==> src/shared/pdt_defs.svh <==
// Constants of the prescaled down timer: register indices, field positions,
// reset values and timing counts.
// Assumes it is included by its bare name from the design files.
`ifndef PDT_DEFS_SVH
`define PDT_DEFS_SVH

// Register indices; the bus byte address is four times the index.
`define PDT_IDX_PRESCALER   8'hd2
`define PDT_IDX_COUNT       8'hd3
`define PDT_IDX_STATUS_CTRL 8'hd4
`define PDT_IDX_INT_STATUS  8'hd5
`define PDT_IDX_INT_MASK    8'hd6

// Field positions in the status/control register.
`define PDT_BIT_ZERO_FLAG   7
`define PDT_BIT_IRQ_ENABLE  6
`define PDT_BIT_RSV_SET     5
`define PDT_BIT_RSV_CLEAR   4
`define PDT_BIT_PRESC_INIT  3

// Field positions in the interrupt status and mask registers.
`define PDT_INT_UNDERFLOW   0
`define PDT_INT_WAKE        1

// Reset and reload values.
`define PDT_PRESC_RELOAD    7'h7f
`define PDT_COUNT_RELOAD    8'hff
`define PDT_CTRL_RESET      8'h00

// Fixed division of the core clock ahead of the prescaler.
`define PDT_CORE_DIV        12
`define PDT_DIV_LAST        4'hb

`endif

==> src/shared/pdt_pkg.sv <==
// Types shared by the prescaled down timer design.
// Assumes nothing of its surroundings.
package pdt_pkg;

  // Bus answer sequence of the register slave.
  typedef enum logic [0:0] {
    PDT_BUS_IDLE,
    PDT_BUS_ANSWER
  } pdt_bus_state_t;

endpackage

==> src/rtl/pdt_timer.sv <==
// Prescaled down timer: divide-by-12 stage, 7-bit prescaler, 8-bit counter,
// status/control register, interrupt logic and an Avalon-MM register slave.
// Assumes one 125 MHz clock, a synchronous active-low reset, and that the
// low power mode inputs come from logic on the same clock.
//
// Register access over Avalon-MM is this design's own decision.
`timescale 1ns/1ps
`include "pdt_defs.svh"

module pdt_timer (
  input  wire logic        clk_i,
  input  wire logic        rst_n_i,
  input  wire logic [9:0]  avs_address_i,
  input  wire logic        avs_read_i,
  input  wire logic        avs_write_i,
  input  wire logic [31:0] avs_writedata_i,
  input  wire logic [3:0]  avs_byteenable_i,
  output logic      [31:0] avs_readdata_o,
  output logic             avs_waitrequest_o,
  input  wire logic        wait_mode_i,
  input  wire logic        stop_mode_i,
  output logic             timer_irq_o,
  output logic             wake_o,
  output logic             irq_o
);

  // Timer state.
  logic [3:0]  div_cnt;
  logic [6:0]  prescaler;
  logic [7:0]  count;
  logic        zero_flag;
  logic        irq_enable;
  logic        prescaler_initialize;
  logic [2:0]  tap_select;
  logic        reserved_set_bit;
  logic        reserved_clear_bit;
  logic [1:0]  int_status;
  logic [1:0]  int_mask;
  pdt_pkg::pdt_bus_state_t bus_state;

  // Decoded strobes and derived ticks.
  logic        bus_req;
  logic        wr_take;
  logic        rd_take;
  logic [7:0]  reg_idx;
  logic        idx_ok;
  logic [7:0]  wdata;
  logic        wr_pre;
  logic        wr_cnt;
  logic        wr_ctrl;
  logic        wr_istat;
  logic        wr_imask;
  logic        div_tick;
  logic [6:0]  tap_mask;
  logic        counter_tick;
  logic        underflow;
  logic        flag_set;
  logic        flag_clear;
  logic [1:0]  int_events;
  logic        wake_event;
  logic [7:0]  ctrl_value;
  logic [7:0]  next_rdata;

  // Bus decode; an access takes effect at the edge where waitrequest is low.
  assign bus_req  = avs_read_i | avs_write_i;
  assign wr_take  = avs_write_i & ~avs_waitrequest_o & avs_byteenable_i[0];
  assign rd_take  = avs_read_i & ~avs_waitrequest_o;
  assign reg_idx  = avs_address_i[9:2];
  assign idx_ok   = avs_address_i[1:0] == 2'h0;
  assign wdata    = avs_writedata_i[7:0];
  assign wr_pre   = wr_take & idx_ok & (reg_idx == `PDT_IDX_PRESCALER);
  assign wr_cnt   = wr_take & idx_ok & (reg_idx == `PDT_IDX_COUNT);
  assign wr_ctrl  = wr_take & idx_ok & (reg_idx == `PDT_IDX_STATUS_CTRL);
  assign wr_istat = wr_take & idx_ok & (reg_idx == `PDT_IDX_INT_STATUS);
  assign wr_imask = wr_take & idx_ok & (reg_idx == `PDT_IDX_INT_MASK);

  // Core clock divided by twelve; the stage holds still in STOP.
  assign div_tick = (div_cnt == `PDT_DIV_LAST) & ~stop_mode_i;

  always_ff @(posedge clk_i) begin
    if (!rst_n_i) begin
      div_cnt <= 4'h0;
    end else if (!stop_mode_i) begin
      div_cnt <= div_tick ? 4'h0 : div_cnt + 4'h1;
    end
  end

  // A tap of order n fires when the low n prescaler bits are all zero.
  assign tap_mask     = ~(7'h7f << tap_select);
  assign counter_tick = prescaler_initialize & div_tick
                        & ((prescaler & tap_mask) == 7'h00);
  assign underflow    = counter_tick & (count == 8'h00) & ~wr_cnt;

  // Prescaler: forced while initialize is low, loadable while it is high.
  always_ff @(posedge clk_i) begin
    if (!rst_n_i) begin
      prescaler <= `PDT_PRESC_RELOAD;
    end else if (!prescaler_initialize) begin
      prescaler <= `PDT_PRESC_RELOAD;
    end else if (wr_pre) begin
      prescaler <= wdata[6:0];
    end else if (div_tick) begin
      if (prescaler == 7'h00) begin
        prescaler <= `PDT_PRESC_RELOAD;
      end else begin
        prescaler <= prescaler - 7'h01;
      end
    end
  end

  // Counter: a software write wins over any tick in the same cycle.
  always_ff @(posedge clk_i) begin
    if (!rst_n_i) begin
      count <= `PDT_COUNT_RELOAD;
    end else if (wr_cnt) begin
      count <= wdata;
    end else if (counter_tick) begin
      if (count == 8'h00) begin
        count <= `PDT_COUNT_RELOAD;
      end else begin
        count <= count - 8'h01;
      end
    end
  end

  // Zero flag: any set source beats a software clear in the same cycle.
  assign flag_set   = underflow
                      | (wr_cnt & (wdata == 8'h00))
                      | (wr_ctrl & wdata[`PDT_BIT_ZERO_FLAG]);
  assign flag_clear = wr_ctrl & ~wdata[`PDT_BIT_ZERO_FLAG];

  always_ff @(posedge clk_i) begin
    if (!rst_n_i) begin
      zero_flag <= 1'b0;
    end else if (flag_set) begin
      zero_flag <= 1'b1;
    end else if (flag_clear) begin
      zero_flag <= 1'b0;
    end
  end

  // Control fields of the status/control register.
  always_ff @(posedge clk_i) begin
    if (!rst_n_i) begin
      irq_enable           <= 1'b0;
      prescaler_initialize <= 1'b0;
      tap_select           <= 3'h0;
      reserved_set_bit     <= 1'b0;
      reserved_clear_bit   <= 1'b0;
    end else if (wr_ctrl) begin
      irq_enable           <= wdata[`PDT_BIT_IRQ_ENABLE];
      prescaler_initialize <= wdata[`PDT_BIT_PRESC_INIT];
      tap_select           <= wdata[2:0];
      reserved_set_bit     <= wdata[`PDT_BIT_RSV_SET];
      reserved_clear_bit   <= wdata[`PDT_BIT_RSV_CLEAR];
    end
  end

  assign ctrl_value = {zero_flag, irq_enable, reserved_set_bit,
                       reserved_clear_bit, prescaler_initialize,
                       tap_select};

  // Timer request and wake-up; STOP gives no wake.
  assign wake_event = wait_mode_i & ~stop_mode_i & zero_flag
                      & irq_enable;

  always_ff @(posedge clk_i) begin
    if (!rst_n_i) begin
      timer_irq_o <= 1'b0;
      wake_o      <= 1'b0;
    end else begin
      timer_irq_o <= zero_flag & irq_enable;
      wake_o      <= wake_event;
    end
  end

  // Sticky event bits, cleared by writing one; a new event wins.
  assign int_events = {wake_event, underflow};

  always_ff @(posedge clk_i) begin
    if (!rst_n_i) begin
      int_status <= 2'h0;
    end else begin
      int_status <= int_events
                    | (int_status & ~(wr_istat ? wdata[1:0] : 2'h0));
    end
  end

  // Interrupt mask and the single level interrupt output.
  always_ff @(posedge clk_i) begin
    if (!rst_n_i) begin
      int_mask <= 2'h0;
    end else if (wr_imask) begin
      int_mask <= wdata[1:0];
    end
  end

  always_ff @(posedge clk_i) begin
    if (!rst_n_i) begin
      irq_o <= 1'b0;
    end else begin
      irq_o <= |(int_status & int_mask);
    end
  end

  // Read multiplexer; unmapped addresses read as zero.
  always_comb begin
    next_rdata = 8'h00;
    if (idx_ok) begin
      case (reg_idx)
        `PDT_IDX_PRESCALER:   next_rdata = {1'b0, prescaler};
        `PDT_IDX_COUNT:       next_rdata = count;
        `PDT_IDX_STATUS_CTRL: next_rdata = ctrl_value;
        `PDT_IDX_INT_STATUS:  next_rdata = {6'h00, int_status};
        `PDT_IDX_INT_MASK:    next_rdata = {6'h00, int_mask};
        default:              next_rdata = 8'h00;
      endcase
    end
  end

  // Slave handshake: one wait cycle, then waitrequest drops for one cycle.
  always_ff @(posedge clk_i) begin
    if (!rst_n_i) begin
      bus_state         <= pdt_pkg::PDT_BUS_IDLE;
      avs_waitrequest_o <= 1'b1;
      avs_readdata_o    <= 32'h0000_0000;
    end else begin
      case (bus_state)
        pdt_pkg::PDT_BUS_IDLE: begin
          if (bus_req) begin
            bus_state         <= pdt_pkg::PDT_BUS_ANSWER;
            avs_waitrequest_o <= 1'b0;
            avs_readdata_o    <= {24'h00_0000, next_rdata};
          end
        end
        pdt_pkg::PDT_BUS_ANSWER: begin
          bus_state         <= pdt_pkg::PDT_BUS_IDLE;
          avs_waitrequest_o <= 1'b1;
        end
        default: begin
          bus_state         <= pdt_pkg::PDT_BUS_IDLE;
          avs_waitrequest_o <= 1'b1;
        end
      endcase
    end
  end

  // Helper copy of the written byte for checks that look back one cycle.
  logic [7:0] chk_wdata;
  always_ff @(posedge clk_i) begin
    if (!rst_n_i) begin
      chk_wdata <= 8'h00;
    end else begin
      chk_wdata <= wdata;
    end
  end
endmodule

==> config.mk <==
export PLATFORM = sky130hd
export DESIGN_NAME = pdt_timer
export DESIGN_NICKNAME = d
export VERILOG_FILES = /design/src/shared/pdt_pkg.sv /design/src/rtl/pdt_timer.sv
export VERILOG_INCLUDE_DIRS = /design/src /design/src/shared
export SDC_FILE = /design/constraint.sdc
export NUM_CORES = 1
export LEC_CHECK = 0
export ABC_AREA = 1
export ABC_CLOCK_PERIOD_IN_PS = 3000
export BUFFER_PORTS_ARGS = -buffer_cell sky130_fd_sc_hd__buf_2
export CAP_MARGIN = 20
export CORE_MARGIN = 5
export CORE_UTILIZATION = 55
export DETAILED_ROUTE_END_ITERATION = 8
export PLACE_DENSITY = 0.85
export SETUP_SLACK_MARGIN = 0.5
export SLEW_MARGIN = 20
export SYNTH_ARGS = -nofsm -noshare
export SYNTH_HDL_FRONTEND = slang
export SYNTH_SLANG_ARGS = --single-unit
==> constraint.sdc <==
create_clock -name clk_i -period 3 [get_ports clk_i]
set_clock_uncertainty 0.2 [all_clocks]
set_input_delay 0.15 -clock clk_i [delete_from_list [all_inputs] [get_ports clk_i]]
set_output_delay 0.15 -clock clk_i [all_outputs]
set_load 0.02 [all_outputs]
; Word-level counts from Yosys, hierarchy flattened
; Index checks and enable logic that the tools add are counted.
[totals]
ff_bits = 44
wordCells = 89
[op_classes]
n_eq_ne = 7
n_bitwise = 34
n_shift = 1
n_reduce_logical = 11
n_addsub = 3
muxes = 16
[ops]
columns = cell, count
row1 = $eq A8 B8 Y1 const B, 5
row2 = $pmux W8 S5, 1
row3 = $mux W8, 4
row4 = $mux W7, 3
row5 = $and A1 B1 Y1, 20
row6 = $logic_not A8 Y1, 2
row7 = $logic_not A7 Y1, 2
row8 = $sub A8 B1 Y8 const B, 1
row9 = $and A7 B7 Y7, 1
row10 = $not A7 Y7, 1
row11 = $shl A7 B3 Y7 const A, 1
row12 = $sub A7 B1 Y7 const B, 1
row13 = $reduce_bool A2 Y1, 3
row14 = $not A1 Y1, 5
row15 = $add A4 B1 Y4 const B, 1
row16 = $and A2 B2 Y2, 2
row17 = $eq A4 B4 Y1 const B, 1
row18 = $mux W1, 4
row19 = $mux W4, 1
row20 = $pmux W1 S2, 2
row21 = $reduce_and A2 Y1, 2
row22 = $or A1 B1 Y1, 3
row23 = $logic_not A2 Y1, 1
row24 = $mux W2, 1
row25 = 4 further kinds, 4

; Longest topological paths before layout
[logic_depth]
ltp_word = 10
mapped_depth = 11
mapped_depth_nobuf = 10

; Worst setup path before layout
; No wires, ideal clock.
[synth_path]
path_kind = reg-to-reg
startpoint = reg div_cnt[0]
endpoint = reg count[2]
period_less_slack_ns = 1.560
setup_ns = 0.134
n_path_buf = 0
slack_ns = 1.440
stages_incl_launch_ff = 7
required_time_ns = 2.666
arrival_ns = 1.226
cell_sequence = dfxtp_1 ha_1 nand4_2 nor3_2 nand2_2 nand3_1 nand3_1
[synth_between]
elab_chain_cells = 5
[synth_lines]
columns = element, line
row1 = "start, declared", pdt_timer.sv:28  ; logic [3:0] div_cnt;
row2 = "start signal, assigned", pdt_timer.sv:84  ; div_cnt <= div_tick ? 4'h0 : div_cnt + 4'h1;
row3 = $eq A4 B4 Y1 (no source line), n/a
row4 = $and A1 B1 Y1, pdt_timer.sv:78  ; assign div_tick = (div_cnt == `PDT_DIV_LAST) & ~stop_mode_i;
row5 = $and A1 B1 Y1, pdt_timer.sv:90  ; assign counter_tick = prescaler_initialize & div_tick
row6 = $and A1 B1 Y1, pdt_timer.sv:91  ; & ((prescaler & tap_mask) == 7'h00);
row7 = $reduce_bool A2 Y1 (no source line), n/a
row8 = "end signal, assigned", pdt_timer.sv:114  ; count <= `PDT_COUNT_RELOAD;
row9 = "end signal, assigned", pdt_timer.sv:116  ; count <= wdata;
row10 = "end signal, assigned", pdt_timer.sv:119  ; count <= `PDT_COUNT_RELOAD;
row11 = "end, declared", pdt_timer.sv:30  ; logic [7:0] count;
; Every way passes these cells.
; A chain may end at the register's enable or synchronous reset.

; Final worst setup path
; Ends and elaborated chain as after synthesis.

==> out/qor.csv <==
stage;metric;value;unit
setup_path;crit_path_start_kind;flip-flop;
sta;fin_crit;1940;ps
sta;setup_viol;0;
sta;hold_viol_final;0;
setup_path;reg2reg_setup_slack;1060;ps
routing;drc;0;
clock_tree;clkTransAtPathRegs;90;ps
sta;hold_slack;7.27;ps
clock_tree;htreeDepth;2;
die;die_area;0.00650;sq mm
die;core-area;0.00479;sq mm
power;power.switching;0.317;mW
clock_tree;cts_tree;built;
synthesis;yosysSeqAreaShare;32.1;%
power;power_density;388;mW/mm^2
synthesis;synth_edf_count;0;
power;power;1.19;mW
grt;grt_usage;22.3;%
synthesis;yosysWarnings;0;
finish;fill_cells;449;
power;leakagePower;1.52;nW
routing;vias;2746;
die;die_y;80.6;microns
finish;areaGrowthSynthToFinish;11.8;%
synthesis;synthCells;403;
synthesis;synthFlopType;dfxtp_1;
placed_design;gp_congestion;0.939;
grt;grt_max_degree;26;
grt;grt_pass1_wl;11.5;mm
setup_path;cp.required;3050;ps
placed_design;port_buffers;36;
setup_path;crit_fanout;9;
power;cell_internal_pwr;0.874;mW
routing;via_per_inst;5.33;
hold_path;worstHoldPathType;in -> reg;
routing;finalWirelength;6.96;mm
die;rows;25;
power;netSwitchingFraction;26.6;%
synthesis;ys_types;37;
finish;drive_gt1_share;15.6;%
sta;fmax;0.516;GHz
clock_tree;cts_buffers;5;
job;drv_cap;0;
die;ios;88;
finish;fin_cells;515;
power;power_frac_comb;10.3;%
clock_tree;clk_path_buf_depth;2;
clock_tree;root_buffer;clkbuf_8;
setup_path;r2r_cells;7;
routing;drt_iter0_drc;216;
grt;antenna_found_initial;0;
setup_path;crit_start;div_cnt[0];
power;p_seq_share;49.7;%
routing;postRouteAntennaNets;0;
placed_design;dp.cells;498;
setup_path;cp_data_arrival_time;1980;ps
setup_path;endpoint_kind;flip-flop;
sta;drv_slew;0;
finish;layout_common_cells;90 x nand2_1, 74 x nand3_1, 44 x dfxtp_1;
clock_tree;cts_sinks;44;
sta;rsz0062_at_grt;false;
finish;diodes;0;
outcome;status;finished clean;
die;initial_utilization;57.3;%
finish;nets;503;
setup_path;criticalPathCategory;reg -> reg;
finish;mostFrequentLayoutCell;nand2_1;
grt;grt_remaining_overflow;0;
synthesis;async_flop_share;0;%
clock_tree;worstSkewPairLatency;300;ps
routing;post_drt_wl_per_cell;13.5;microns
grt;grt_pass1_vias;2541;
sta;setup_slack;1060;ps
synthesis;syn_area;0.00274;sq mm
placed_design;post-place-ws;1120;ps
synthesis;postSynthAreaPerCell;6.81;sq um
placed_design;dp_hpwl;5.19;mm
sta;tns;0;ps
sta;fin_crit_sh;64.6;%
die;chipWidth;80.6;microns
routing;first_pass_iters;5;
setup_path;endpoint;count[2];
setup_path;reg2reg_from;div_cnt[0];
power;clkPwrFrac;40.0;%
synthesis;ys_seq_elements;44;
setup_path;r2r_end;count[2];
clock_tree;postCtsResizedCells;0;
power;peakVddDrop;0.195;mV
[metrics by stage]
step | util [%] | cell area, sq um
floorplan | - | 2830
global placement | 59.8 | 2860
detailed placement | 59.8 | 2860
CTS | 64.1 | 3070
global route | 64.1 | 3070
finish | 64.1 | 3070
[power groups by stage]
stage | registers [mW] | logic [mW] | clock network, mW
2_1_floorplan | 0.607 | 0.0969 | 0
3_3_place_gp | 0.606 | 0.110 | 0
3_5_place_dp | 0.606 | 0.112 | 0
4_1_cts | 0.592 | 0.121 | 0.476
5_1_grt | 0.593 | 0.135 | 0.505
6_report | 0.592 | 0.123 | 0.476
[what timing repair did]
item | CTS | global route
hold endpoints to repair | 15 | 0
buffers inserted | 0 | 0
hold buffers | 9 | 0
[worst max-delay path, stage by stage, from the launching register on]
cell and delay [ps]:
dfxtp_1 370, ha_1 230, nand4_2 210, nor3_2 310, nand2_2 220, nand2_4 170
nand2_1 80, nand3_1 80
[state kept, by name, summed over array words and instances (netlist names), 2 cells and up]
signal and count:
avs_readdata_o 8, count 8, prescaler 7, div_cnt 4, tap_select 3, int_mask 2, int_status 2
[kinds of logic after synthesis]
family	count (synthesis)	synth area share (%)
AOI/OAI and AO/OA	60	11.4
xor gates and xnor gates	3	0.958
adders and majority gates	4	1.82
buffers and inverters	72	14.4
DFF	44	32.1
other	1	0.137
and+or+nand+nor	219	39.1
[cells in the mapped netlist (2+ instances only)]
cell / instances / area share [%]
nor2_2: 2 / 0.46
xor2_1: 2 / 0.64
dfxtp_1: 44 / 32
nor2_4: 4 / 1.6
nand2_2: 4 / 0.91
o21ai_1: 11 / 2.0
nand3_2: 2 / 0.73
clkinv_1: 2 / 0.27
a21oi_1: 26 / 4.7
o21ai_0: 18 / 3.3
o21bai_1: 2 / 0.55
nor2_8: 2 / 1.5
ha_1: 4 / 1.8
nor4_1: 2 / 0.46
nand4_1: 5 / 1.1
nor3_1: 4 / 0.73
buf_6: 3 / 1.2
inv_1: 32 / 4.4
inv_2: 4 / 0.55
nor2_1: 24 / 3.3
clkbuf_1: 2 / 0.27
nand2_1: 90 / 12
buf_2: 2 / 0.36
nand3_1: 74 / 13
buf_4: 26 / 7.1
[routing by layer]
layer	share of wire, %	vias up	global-route usage (%)
met3	9.6	24	3.81
met4	2.9	0	9.46
met2	45	144	35.9
met5	0	-	0
li1	-	1374	-
met1	42	1204	29.2
[area by class of cell]
| type | instances | area, sq um | area share (%) |
|---|---|---|---|
| Clock inverter | 3 | 46.3 | 1.51 |
| Multi-Input combinational cell | 310 | 1550 | 50.7 |
| Clock buffer | 5 | 68.8 | 2.24 |
| Sequential cell | 44 | 881 | 28.7 |
| Inverter | 39 | 149 | 4.85 |
| Tap cell | 67 | 83.8 | 2.73 |
| Timing Repair Buffer | 47 | 285 | 9.30 |
[worst min-delay path by stage]
stage / start / end / slack [ps] / cells past startpoint
2_1_floorplan: avs_writedata_i[3] / prescaler[3] / 90 / 2
3_3_place_gp: wait_mode_i / wake_o / 200 / 3
3_5_place_dp: wait_mode_i / wake_o / 210 / 3
4_1_cts: avs_address_i[0] / avs_readdata_o[7] / 10 / 4
5_1_grt: avs_writedata_i[1] / int_mask[1] / 20 / 3
6_report: avs_address_i[0] / avs_readdata_o[7] / 7 / 4
No activity file was read; power rests on OpenSTA's default activity.
